### src/uart_fifo_map.svh
`ifndef UART_FIFO_MAP_SVH
`define UART_FIFO_MAP_SVH

`define OFS_FIFO_CTRL 12'h008
`define OFS_IRQ_EN 12'h00C
`define OFS_STATUS 12'h010
`define OFS_DATA 12'h000
`define RX_LEVEL_HI 27
`define RX_LEVEL_LO 24
`define TX_LEVEL_HI 19
`define TX_LEVEL_LO 16
`define RX_TRIG_HI 7
`define RX_TRIG_LO 6
`define TX_TRIG_HI 5
`define TX_TRIG_LO 4
`define RX_FLUSH_BIT 1
`define TX_FLUSH_BIT 0
`define IRQ_EN_W 10
`define IRQ_EN_RST 10'h000
`define EN_CTS_CHG 9
`define EN_TIMEOUT 8
`define EN_ADDR 7
`define EN_BREAK 6
`define EN_FRAME 5
`define EN_PARITY 4
`define EN_OVERRUN 3
`define EN_TXC 2
`define EN_TXLOW 1
`define EN_RXRDY 0
`define TRIG_RST 2'h0
`define ST_CTS_CHG 10
`define ST_ADDR 9
`define ST_TXC 8
`define ST_TXLOW 7
`define ST_TIMEOUT 6
`define ST_RXRDY 5
`define ST_BREAK 4
`define ST_FRAME 3
`define ST_PARITY 2
`define ST_OVERRUN 1
`define ST_RXNE 0
`define RESP_OKAY 2'h0
`define RESP_SLVERR 2'h2
`endif

### src/uart_fifo_pkg.sv
package uart_fifo_pkg;
  typedef enum logic [2:0] {
    BUS_IDLE = 3'h1,
    BUS_WRESP = 3'h2,
    BUS_RDATA = 3'h4
  } bus_state_e;

  typedef struct packed {
    logic rx_char_done;
    logic [8:0] rx_char;
    logic rx_timeout;
    logic parity_err;
    logic framing_err;
    logic break_det;
    logic addr_match;
    logic cts_change;
    logic tx_pop;
    logic tx_shift_empty;
  } line_events_s;

  typedef struct packed {
    logic [3:0] rx_fifo_level;
    logic [3:0] tx_fifo_level;
    logic [2:0] rx_wr_ptr;
    logic [2:0] rx_rd_ptr;
    logic [2:0] tx_wr_ptr;
    logic [2:0] tx_rd_ptr;
    logic [1:0] rx_trigger_level;
    logic [1:0] tx_trigger_level;
    logic [9:0] irq_en;
    logic cts_change_flag;
    logic addr_match_flag;
    logic rx_timeout_flag;
    logic break_flag;
    logic framing_err_flag;
    logic parity_err_flag;
    logic overrun_flag;
    logic tx_complete_flag;
    logic irq;
    logic [1:0] rx_flush_pulse;
    logic [1:0] tx_flush_pulse;
    bus_state_e bus;
    logic awtaken;
    logic wtaken;
    logic [11:0] awaddr;
    logic [31:0] wdata;
    logic [3:0] wstrb;
    logic [1:0] bresp;
    logic [31:0] rdata;
    logic [1:0] rresp;
    logic [8:0] tx_data;
    logic tx_data_valid;
  } state_s;
endpackage : uart_fifo_pkg

### src/uart_fifo_ctrl_irq.sv
`include "uart_fifo_map.svh"
module uart_fifo_ctrl_irq #(
  parameter int DEPTH = 8
) (
  // clock and reset
  input wire logic clk_sys,
  input wire logic resetn,
  // axi4-lite write
  input wire logic [11:0] s_axi_awaddr,
  input wire logic s_axi_awvalid,
  output logic s_axi_awready,
  input wire logic [31:0] s_axi_wdata,
  input wire logic [3:0] s_axi_wstrb,
  input wire logic s_axi_wvalid,
  output logic s_axi_wready,
  output logic [1:0] s_axi_bresp,
  output logic s_axi_bvalid,
  input wire logic s_axi_bready,
  // axi4-lite read
  input wire logic [11:0] s_axi_araddr,
  input wire logic s_axi_arvalid,
  output logic s_axi_arready,
  output logic [31:0] s_axi_rdata,
  output logic [1:0] s_axi_rresp,
  output logic s_axi_rvalid,
  input wire logic s_axi_rready,
  // events from the line logic
  input wire uart_fifo_pkg::line_events_s line_ev,
  // transmit side toward the shifter, and rx/tx fifo flush pulses
  output logic [8:0] tx_data,
  output logic tx_data_valid,
  output logic rx_fifo_flush,
  output logic tx_fifo_flush,
  // interrupt request
  output logic irq
);

  uart_fifo_pkg::state_s st_ff;
  uart_fifo_pkg::state_s nxt_st;
  logic [8:0] rx_mem_ff [DEPTH];
  logic [8:0] tx_mem_ff [DEPTH];

  // ----------------------------------------
  // helpers
  // ----------------------------------------
  function automatic logic [3:0] rx_trig_count(input logic [1:0] code);
    case (code)
      2'h0: rx_trig_count = 4'h1;
      2'h1: rx_trig_count = 4'h2;
      2'h2: rx_trig_count = 4'h4;
      default: rx_trig_count = 4'h6;
    endcase
  endfunction : rx_trig_count

  function automatic logic [3:0] tx_trig_count(input logic [1:0] code);
    case (code)
      2'h0: tx_trig_count = 4'h0;
      2'h1: tx_trig_count = 4'h2;
      2'h2: tx_trig_count = 4'h4;
      default: tx_trig_count = 4'h6;
    endcase
  endfunction : tx_trig_count

  function automatic logic sticky_next(input logic ev, input logic cur, input logic wclr);
    sticky_next = ev | (cur & ~wclr);
  endfunction : sticky_next

  logic [3:0] rx_thr;
  logic [3:0] tx_thr;
  logic tx_low_flag;
  logic rx_ready_flag;
  logic [9:0] irq_src;
  logic wr_go;
  logic rd_go;
  logic rx_pop;
  logic tx_push;
  logic rx_push;
  logic tx_pop;
  logic rx_full;
  logic [31:0] wd;
  logic timeout_ev;
  logic [9:0] irq_en_vec;
  logic [9:0] irq_hit;
  logic cts_change_irq_en;
  logic rx_timeout_irq_en;
  logic addr_match_irq_en;
  logic break_irq_en;
  logic framing_err_irq_en;
  logic parity_err_irq_en;
  logic overrun_irq_en;
  logic tx_complete_irq_en;
  logic tx_low_irq_en;
  logic rx_ready_irq_en;

  // ----------------------------------------
  // thresholds and flags
  // ----------------------------------------
  // rx trigger decode
  assign rx_thr = rx_trig_count(st_ff.rx_trigger_level);
  assign tx_thr = tx_trig_count(st_ff.tx_trigger_level);
  assign tx_low_flag = st_ff.tx_fifo_level < tx_thr;
  assign rx_ready_flag = st_ff.rx_fifo_level >= rx_thr;
  assign rx_full = st_ff.rx_fifo_level == 4'(DEPTH);

  // per-event gating order matches enable bits
  assign irq_src = {st_ff.cts_change_flag, st_ff.rx_timeout_flag, st_ff.addr_match_flag,
                    st_ff.break_flag, st_ff.framing_err_flag, st_ff.parity_err_flag,
                    st_ff.overrun_flag, st_ff.tx_complete_flag, tx_low_flag, rx_ready_flag};

  // ----------------------------------------
  // per-event enables
  // ----------------------------------------
  // cts change enable
  assign cts_change_irq_en = st_ff.irq_en[`EN_CTS_CHG];
  assign rx_timeout_irq_en = st_ff.irq_en[`EN_TIMEOUT];
  assign addr_match_irq_en = st_ff.irq_en[`EN_ADDR];
  assign break_irq_en = st_ff.irq_en[`EN_BREAK];
  assign framing_err_irq_en = st_ff.irq_en[`EN_FRAME];
  assign parity_err_irq_en = st_ff.irq_en[`EN_PARITY];
  assign overrun_irq_en = st_ff.irq_en[`EN_OVERRUN];
  assign tx_complete_irq_en = st_ff.irq_en[`EN_TXC];
  assign tx_low_irq_en = st_ff.irq_en[`EN_TXLOW];
  assign rx_ready_irq_en = st_ff.irq_en[`EN_RXRDY];
  assign irq_en_vec = {cts_change_irq_en, rx_timeout_irq_en, addr_match_irq_en, break_irq_en,
                       framing_err_irq_en, parity_err_irq_en, overrun_irq_en,
                       tx_complete_irq_en, tx_low_irq_en, rx_ready_irq_en};
  for (genvar i = 0; i < `IRQ_EN_W; i++) begin : g_gate
    assign irq_hit[i] = irq_src[i] & irq_en_vec[i];
  end

  // ----------------------------------------
  // bus and fifo strobes
  // ----------------------------------------
  assign wr_go = st_ff.bus == uart_fifo_pkg::BUS_IDLE && st_ff.awtaken && st_ff.wtaken;
  assign rd_go = st_ff.bus == uart_fifo_pkg::BUS_IDLE && !wr_go && s_axi_arvalid;
  assign wd = st_ff.wdata;
  assign timeout_ev = line_ev.rx_timeout && st_ff.rx_fifo_level != 4'h0;
  assign rx_push = line_ev.rx_char_done && !rx_full;
  assign rx_pop = rd_go && s_axi_araddr == `OFS_DATA && st_ff.rx_fifo_level != 4'h0;
  assign tx_push = wr_go && st_ff.awaddr == `OFS_DATA && st_ff.wstrb[0]
                   && st_ff.tx_fifo_level != 4'(DEPTH);
  assign tx_pop = line_ev.tx_pop && st_ff.tx_fifo_level != 4'h0;

  // ----------------------------------------
  // next state
  // ----------------------------------------
  always_comb begin
    logic [31:0] rd;
    logic [31:0] clr;
    logic rxf;
    logic txf;
    rd = 32'h0000_0000;
    clr = 32'h0000_0000;
    rxf = 1'b0;
    txf = 1'b0;
    nxt_st = st_ff;
    nxt_st.tx_data_valid = 1'b0;
    nxt_st.rx_flush_pulse = {st_ff.rx_flush_pulse[0], 1'b0};
    nxt_st.tx_flush_pulse = {st_ff.tx_flush_pulse[0], 1'b0};

    if (s_axi_awvalid && !st_ff.awtaken) begin
      nxt_st.awtaken = 1'b1;
      nxt_st.awaddr = s_axi_awaddr;
    end
    if (s_axi_wvalid && !st_ff.wtaken) begin
      nxt_st.wtaken = 1'b1;
      nxt_st.wdata = s_axi_wdata;
      nxt_st.wstrb = s_axi_wstrb;
    end

    case (st_ff.bus)
      uart_fifo_pkg::BUS_IDLE: begin
        if (wr_go) begin
          nxt_st.awtaken = 1'b0;
          nxt_st.wtaken = 1'b0;
          nxt_st.bresp = `RESP_OKAY;
          nxt_st.bus = uart_fifo_pkg::BUS_WRESP;
          case (st_ff.awaddr)
            `OFS_FIFO_CTRL: begin
              if (st_ff.wstrb[0]) begin
                nxt_st.rx_trigger_level = wd[`RX_TRIG_HI:`RX_TRIG_LO];
                nxt_st.tx_trigger_level = wd[`TX_TRIG_HI:`TX_TRIG_LO];
                rxf = wd[`RX_FLUSH_BIT];
                txf = wd[`TX_FLUSH_BIT];
              end
            end
            `OFS_IRQ_EN: begin
              if (st_ff.wstrb[0]) nxt_st.irq_en[7:0] = wd[7:0];
              if (st_ff.wstrb[1]) nxt_st.irq_en[9:8] = wd[9:8];
            end
            `OFS_STATUS: begin
              if (st_ff.wstrb[0]) clr[7:0] = wd[7:0];
              if (st_ff.wstrb[1]) clr[15:8] = wd[15:8];
            end
            `OFS_DATA: begin
              nxt_st.tx_complete_flag = 1'b0;
            end
            default: nxt_st.bresp = `RESP_SLVERR;
          endcase
        end else if (rd_go) begin
          nxt_st.rresp = `RESP_OKAY;
          nxt_st.bus = uart_fifo_pkg::BUS_RDATA;
          case (s_axi_araddr)
            `OFS_FIFO_CTRL: begin
              rd[`RX_LEVEL_HI:`RX_LEVEL_LO] = st_ff.rx_fifo_level;
              rd[`TX_LEVEL_HI:`TX_LEVEL_LO] = st_ff.tx_fifo_level;
              rd[`RX_TRIG_HI:`RX_TRIG_LO] = st_ff.rx_trigger_level;
              rd[`TX_TRIG_HI:`TX_TRIG_LO] = st_ff.tx_trigger_level;
            end
            `OFS_IRQ_EN: rd[9:0] = st_ff.irq_en;
            `OFS_STATUS: begin
              rd[`ST_CTS_CHG] = st_ff.cts_change_flag;
              rd[`ST_ADDR] = st_ff.addr_match_flag;
              rd[`ST_TXC] = st_ff.tx_complete_flag;
              rd[`ST_TXLOW] = tx_low_flag;
              rd[`ST_TIMEOUT] = st_ff.rx_timeout_flag;
              rd[`ST_RXRDY] = rx_ready_flag;
              rd[`ST_BREAK] = st_ff.break_flag;
              rd[`ST_FRAME] = st_ff.framing_err_flag;
              rd[`ST_PARITY] = st_ff.parity_err_flag;
              rd[`ST_OVERRUN] = st_ff.overrun_flag;
              rd[`ST_RXNE] = st_ff.rx_fifo_level != 4'h0;
            end
            `OFS_DATA: rd[8:0] = rx_mem_ff[st_ff.rx_rd_ptr];
            default: nxt_st.rresp = `RESP_SLVERR;
          endcase
          nxt_st.rdata = rd;
        end
      end
      uart_fifo_pkg::BUS_WRESP: begin
        if (s_axi_bready) nxt_st.bus = uart_fifo_pkg::BUS_IDLE;
      end
      uart_fifo_pkg::BUS_RDATA: begin
        if (s_axi_rready) nxt_st.bus = uart_fifo_pkg::BUS_IDLE;
      end
      default: nxt_st.bus = uart_fifo_pkg::BUS_IDLE;
    endcase

    nxt_st.cts_change_flag = sticky_next(line_ev.cts_change, st_ff.cts_change_flag,
                                         clr[`ST_CTS_CHG]);
    nxt_st.addr_match_flag = sticky_next(line_ev.addr_match, st_ff.addr_match_flag,
                                         clr[`ST_ADDR]);
    nxt_st.rx_timeout_flag = sticky_next(timeout_ev, st_ff.rx_timeout_flag,
                                         clr[`ST_TIMEOUT]);
    nxt_st.break_flag = sticky_next(line_ev.break_det, st_ff.break_flag,
                                    clr[`ST_BREAK]);
    nxt_st.framing_err_flag = sticky_next(line_ev.framing_err, st_ff.framing_err_flag,
                                          clr[`ST_FRAME]);
    nxt_st.parity_err_flag = sticky_next(line_ev.parity_err, st_ff.parity_err_flag,
                                         clr[`ST_PARITY]);
    nxt_st.overrun_flag = (line_ev.rx_char_done & rx_full)
                          | (st_ff.overrun_flag & ~clr[`ST_OVERRUN]);
    if (st_ff.tx_fifo_level == 4'h0 && line_ev.tx_shift_empty && !tx_push)
      nxt_st.tx_complete_flag = 1'b1;

    // fifo pointers and counts
    if (rx_push) nxt_st.rx_wr_ptr = st_ff.rx_wr_ptr + 3'h1;
    if (rx_pop) nxt_st.rx_rd_ptr = st_ff.rx_rd_ptr + 3'h1;
    nxt_st.rx_fifo_level = st_ff.rx_fifo_level + 4'(rx_push) - 4'(rx_pop);
    if (tx_push) nxt_st.tx_wr_ptr = st_ff.tx_wr_ptr + 3'h1;
    if (tx_pop) begin
      nxt_st.tx_rd_ptr = st_ff.tx_rd_ptr + 3'h1;
      nxt_st.tx_data = tx_mem_ff[st_ff.tx_rd_ptr];
      nxt_st.tx_data_valid = 1'b1;
    end
    nxt_st.tx_fifo_level = st_ff.tx_fifo_level + 4'(tx_push) - 4'(tx_pop);

    if (rxf) begin
      nxt_st.rx_flush_pulse[0] = 1'b1;
      nxt_st.rx_wr_ptr = 3'h0;
      nxt_st.rx_rd_ptr = 3'h0;
      nxt_st.rx_fifo_level = 4'h0;
    end
    if (txf) begin
      nxt_st.tx_flush_pulse[0] = 1'b1;
      nxt_st.tx_wr_ptr = 3'h0;
      nxt_st.tx_rd_ptr = 3'h0;
      nxt_st.tx_fifo_level = 4'h0;
      nxt_st.tx_data_valid = 1'b0;
    end

    nxt_st.irq = |irq_hit;
  end

  // ----------------------------------------
  // registers
  // ----------------------------------------
  always_ff @(posedge clk_sys) begin
    if (!resetn) begin
      st_ff <= '0;
      st_ff.bus <= uart_fifo_pkg::BUS_IDLE;
      st_ff.irq_en <= `IRQ_EN_RST;
      st_ff.rx_trigger_level <= `TRIG_RST;
      st_ff.tx_trigger_level <= `TRIG_RST;
    end else begin
      st_ff <= nxt_st;
    end
  end

  always_ff @(posedge clk_sys) begin
    if (rx_push) rx_mem_ff[st_ff.rx_wr_ptr] <= line_ev.rx_char;
    if (tx_push) tx_mem_ff[st_ff.tx_wr_ptr] <= st_ff.wdata[8:0];
  end

  // ----------------------------------------
  // outputs
  // ----------------------------------------
  assign s_axi_awready = !st_ff.awtaken;
  assign s_axi_wready = !st_ff.wtaken;
  assign s_axi_bvalid = st_ff.bus == uart_fifo_pkg::BUS_WRESP;
  assign s_axi_bresp = st_ff.bresp;
  assign s_axi_arready = rd_go;
  assign s_axi_rvalid = st_ff.bus == uart_fifo_pkg::BUS_RDATA;
  assign s_axi_rdata = st_ff.rdata;
  assign s_axi_rresp = st_ff.rresp;
  assign tx_data = st_ff.tx_data;
  assign tx_data_valid = st_ff.tx_data_valid;
  assign rx_fifo_flush = st_ff.rx_flush_pulse[0];
  assign tx_fifo_flush = st_ff.tx_flush_pulse[0];
  assign irq = st_ff.irq;

endmodule : uart_fifo_ctrl_irq

### config.mk
export PLATFORM = sky130hd
export DESIGN_NAME = uart_fifo_ctrl_irq
export DESIGN_NICKNAME = d
export VERILOG_FILES = /design/src/uart_fifo_pkg.sv /design/src/uart_fifo_ctrl_irq.sv
export VERILOG_INCLUDE_DIRS = /design/src
export SDC_FILE = /design/constraint.sdc
export NUM_CORES = 1
export LEC_CHECK = 0
export ABC_AREA = 1
export BUFFER_PORTS_ARGS = -buffer_cell sky130_fd_sc_hd__clkbuf_2
export CORE_UTILIZATION = 58
export CTS_CLUSTER_SIZE = 20
export DETAILED_ROUTE_END_ITERATION = 16
export GPL_TIMING_DRIVEN = 1
export PLACE_DENSITY = 0.88
export SYNTH_ARGS = -nofsm -noshare
export SYNTH_HDL_FRONTEND = slang
export SYNTH_SLANG_ARGS = --single-unit
### constraint.sdc
create_clock -name clk_sys -period 3.2 [get_ports clk_sys]
set_input_delay 0.48 -clock clk_sys [delete_from_list [all_inputs] [get_ports clk_sys]]
set_output_delay 0.48 -clock clk_sys [all_outputs]
set_load 0.1 [all_outputs]
==> flow_summary.yaml <==
status:
  outcome: "completed"
placement:
  port_buffers: 100
  placedCellCount: 1439
  dp_hpwl_mm: 16.53
  gp_congestion: 0.8730
grt:
  grt_pass1_wl_mm: 40.62
  track_usage_pct: 26.20
  grt_pass1_vias: 8258
  antenna_found_initial: 0
  overflow: 0
  grt_max_degree: 45
worst_setup_path:
  worstSetupPathType: "flop to flop"
  setup.worst_path.start: "st_ff[144]"
  r2r-start: "st_ff[144]"
  startpoint_type: "flop"
  critPathRequiredTime_ps: 3600
  cp_max_fo: 3
  setup.worst_path.end_class: "flop"
  crit_arrival_ps: 2980
timing:
  hold_viol: 0
  max_slew_margin_pct: 36.71
  grt_setup_unrepaired: "false"
  finalSetupViolations: 0
  finalCritPeriodShare_pct: 80.38
  worst_pin_slew_ps: 948.3
  tns_ps: 0
  finalMaxSlewViolations: 0
  hold-worst-slack_ps: 162.1
  min_period_ps: 2572
  timing.fmax_mhz: 388.8
  skew_ps: 16.91
synthesis:
  syn_area_um2: 10980
  synth_fa_ha_area_share_pct: 2.529
  synth_top_family_by_area: "simple AND/OR/NAND/NOR gates"
  yosys.area_share.simple_pct: 18.96
  seq_area_frac_synth_pct: 59.25
  synth_compound_area_share_pct: 10.60
  ys_seq_elements: 253
  yosysWarnings: 0
  syn-mean-instance-area_um2: 9.492
  yosysUniqueCellTypes: 42
  yosys.area_share.xor_xnor_pct: 0.3190
  synth_mux_area_share_pct: 0
  netlist_instances: 1157
worst_hold_path:
  hold_start: "s_axi_awaddr[9]"
  min_path_type: "input pin to flop"
power:
  intPower_uw: 5925
  p_leak_uw: 0.004935
  power_switching_uw: 2525
  p_clk_share_pct: 36.7
  power_density_nw_per_um2: 682.4
  combPwrFrac_pct: 18.7
  sw_frac_of_total_pct: 29.88
  seqPwrFrac_pct: 44.6
  peakVddDrop_mv: 0.4398
floorplanning:
  fp.dieArea_um2: 19490
  num_io_pins: 139
  fp.dieH_um: 139.6
  die_w_um: 139.6
  std_cell_rows: 49
  core_area_um2: 18270
  initial_utilization_pct: 60.11
route:
  drtIter0Drc: 1045
  num_vias: 8430
  dr.pass1.iters: 6
  wirelength_mm: 25.07
  drc: 0
  ant_nets: 0
  vias_per_cell: 5.677
  wl_per_cell_um: 16.88
final_layout:
  layout_common_cells: "214 x nor2_1, 144 x edfxtp_1, 136 x nand2_1"
  final_net_count: 1343
  antenna_cells: 0
  area_growth_syn_to_layout_pct: 12.76
  final_cells: 1485
  final_common_cell: "nor2_1"
  drive_gt1_share_pct: 16.32
clocking:
  postCtsSetupRepairBufs: 0
  ctsLongestPathBuffers: 3
  clock_sinks: 253
  cts.htree.levels: 1
  cts_buffers: 25
  cts.clk_slew.worst_paths_ps: 60
  ctsResizeCount: 0
  cts_hold_buf: 0
  cts_tree: "yes"
  clk_latency_ps: 540
  cts-root-buf: "clkbuf_16"
job:
  cap_viol_max_count: 0
[cell families (layout without fill, tap and decap cells)]
logic type | count (synthesis) | in the layout
flops | 253 | 253
buf+inv | 186 | 271
other cells | 1 | 15
simple gates | 478 | 478
xor+xnor | 4 | 4
fa+ha+maj | 21 | 21
compound gates | 214 | 214
[final timing paths]
path,slack [ps],endpoint,cells after the start
max reg2reg,630,st_ff[143],10
min reg2reg,460,tx_data[5],2
min,160,st_ff[91],3
max,630,st_ff[143],10
[routing by layer]
metal	GRT usage, %	wire, µm
met1	34.03	9876
met2	43.82	12170
met3	3.923	2095
met4	11.51	932
met5	0	0
[critical path: stages, from the launching register on]
cell and delay [ps]:
dfxtp_1 350, inv_1 120, ha_1 160, nor3b_1 500, inv_1 190, nand3_1 200, xor2_1 170, ha_1 210
fa_1 420, inv_1 70, nor2_1 40
[registers in the layout (all words and copies together), names as in the netlist, named ones only]
signal / flops
tx_mem_ff: 72
irq: 1
tx_fifo_flush: 1
wd: 11
st_ff: 43
rx_mem_ff: 72
s_axi_rresp: 1
irq_en_vec: 10
irq_src: 8
rx_fifo_flush: 1
s_axi_bresp: 1
tx_data: 9
s_axi_rdata: 19
tx_data_valid: 1
[synth_stat cells, drive strengths merged]
cell type / n / area share (%)
nor3: 18 / 0.91
ha: 19 / 2.2
a22oi: 9 / 0.62
a21oi: 61 / 2.8
inv: 93 / 3.2
xor2: 3 / 0.24
a211oi: 6 / 0.41
or2: 12 / 0.68
dfxtp: 109 / 20
fa: 2 / 0.36
a31oi: 1 / 0.057
o211ai: 20 / 1.4
o21ai: 117 / 5.4
clkbuf: 26 / 0.90
nand2: 140 / 5.0
edfxtp: 144 / 39
buf: 64 / 4.1
nand3: 70 / 3.2
nor3b: 2 / 0.14
xnor2: 1 / 0.080
nand4: 8 / 0.46
conb: 1 / 0.034
nand3b: 2 / 0.17
nor4: 1 / 0.057
clkinv: 3 / 0.10
nor2: 225 / 8.3
[area by class of cell]
class / instances / area (µm²)
sequential: 253 / 6506
fill: 1226 / 5887
multi-input combinational: 732 / 3615
clock buffer: 34 / 742.0
timing repair buffer: 129 / 718.2
inverter: 96 / 365.4
tap: 229 / 286.5
clock inverter: 12 / 150.1
[power groups by stage]
stage | registers [µW] | clock network [µW] | logic [µW]
after floorplan | 3800 | 0 | 1240
after global placement | 3820 | 0 | 1470
after detailed placement | 3830 | 0 | 1530
after CTS | 3760 | 3100 | 1560
after global routing | 3790 | 3250 | 1740
final | 3770 | 3100 | 1580
[per-stage QoR]
stage	total power, µW	instance area, µm²	setup WS [ps]	util, %
6_report	8450	12380	627.8	67.78
5_1_grt	8780	12380	498.7	67.78
4_1_cts	8428	12380	694.6	67.78
3_5_place_dp	5366	11490	783.6	62.90
3_3_place_gp	5292	11490	834.1	62.90
2_1_floorplan	5040	11030	151.2	-
No activity file was read; power rests on OpenSTA's default activity.
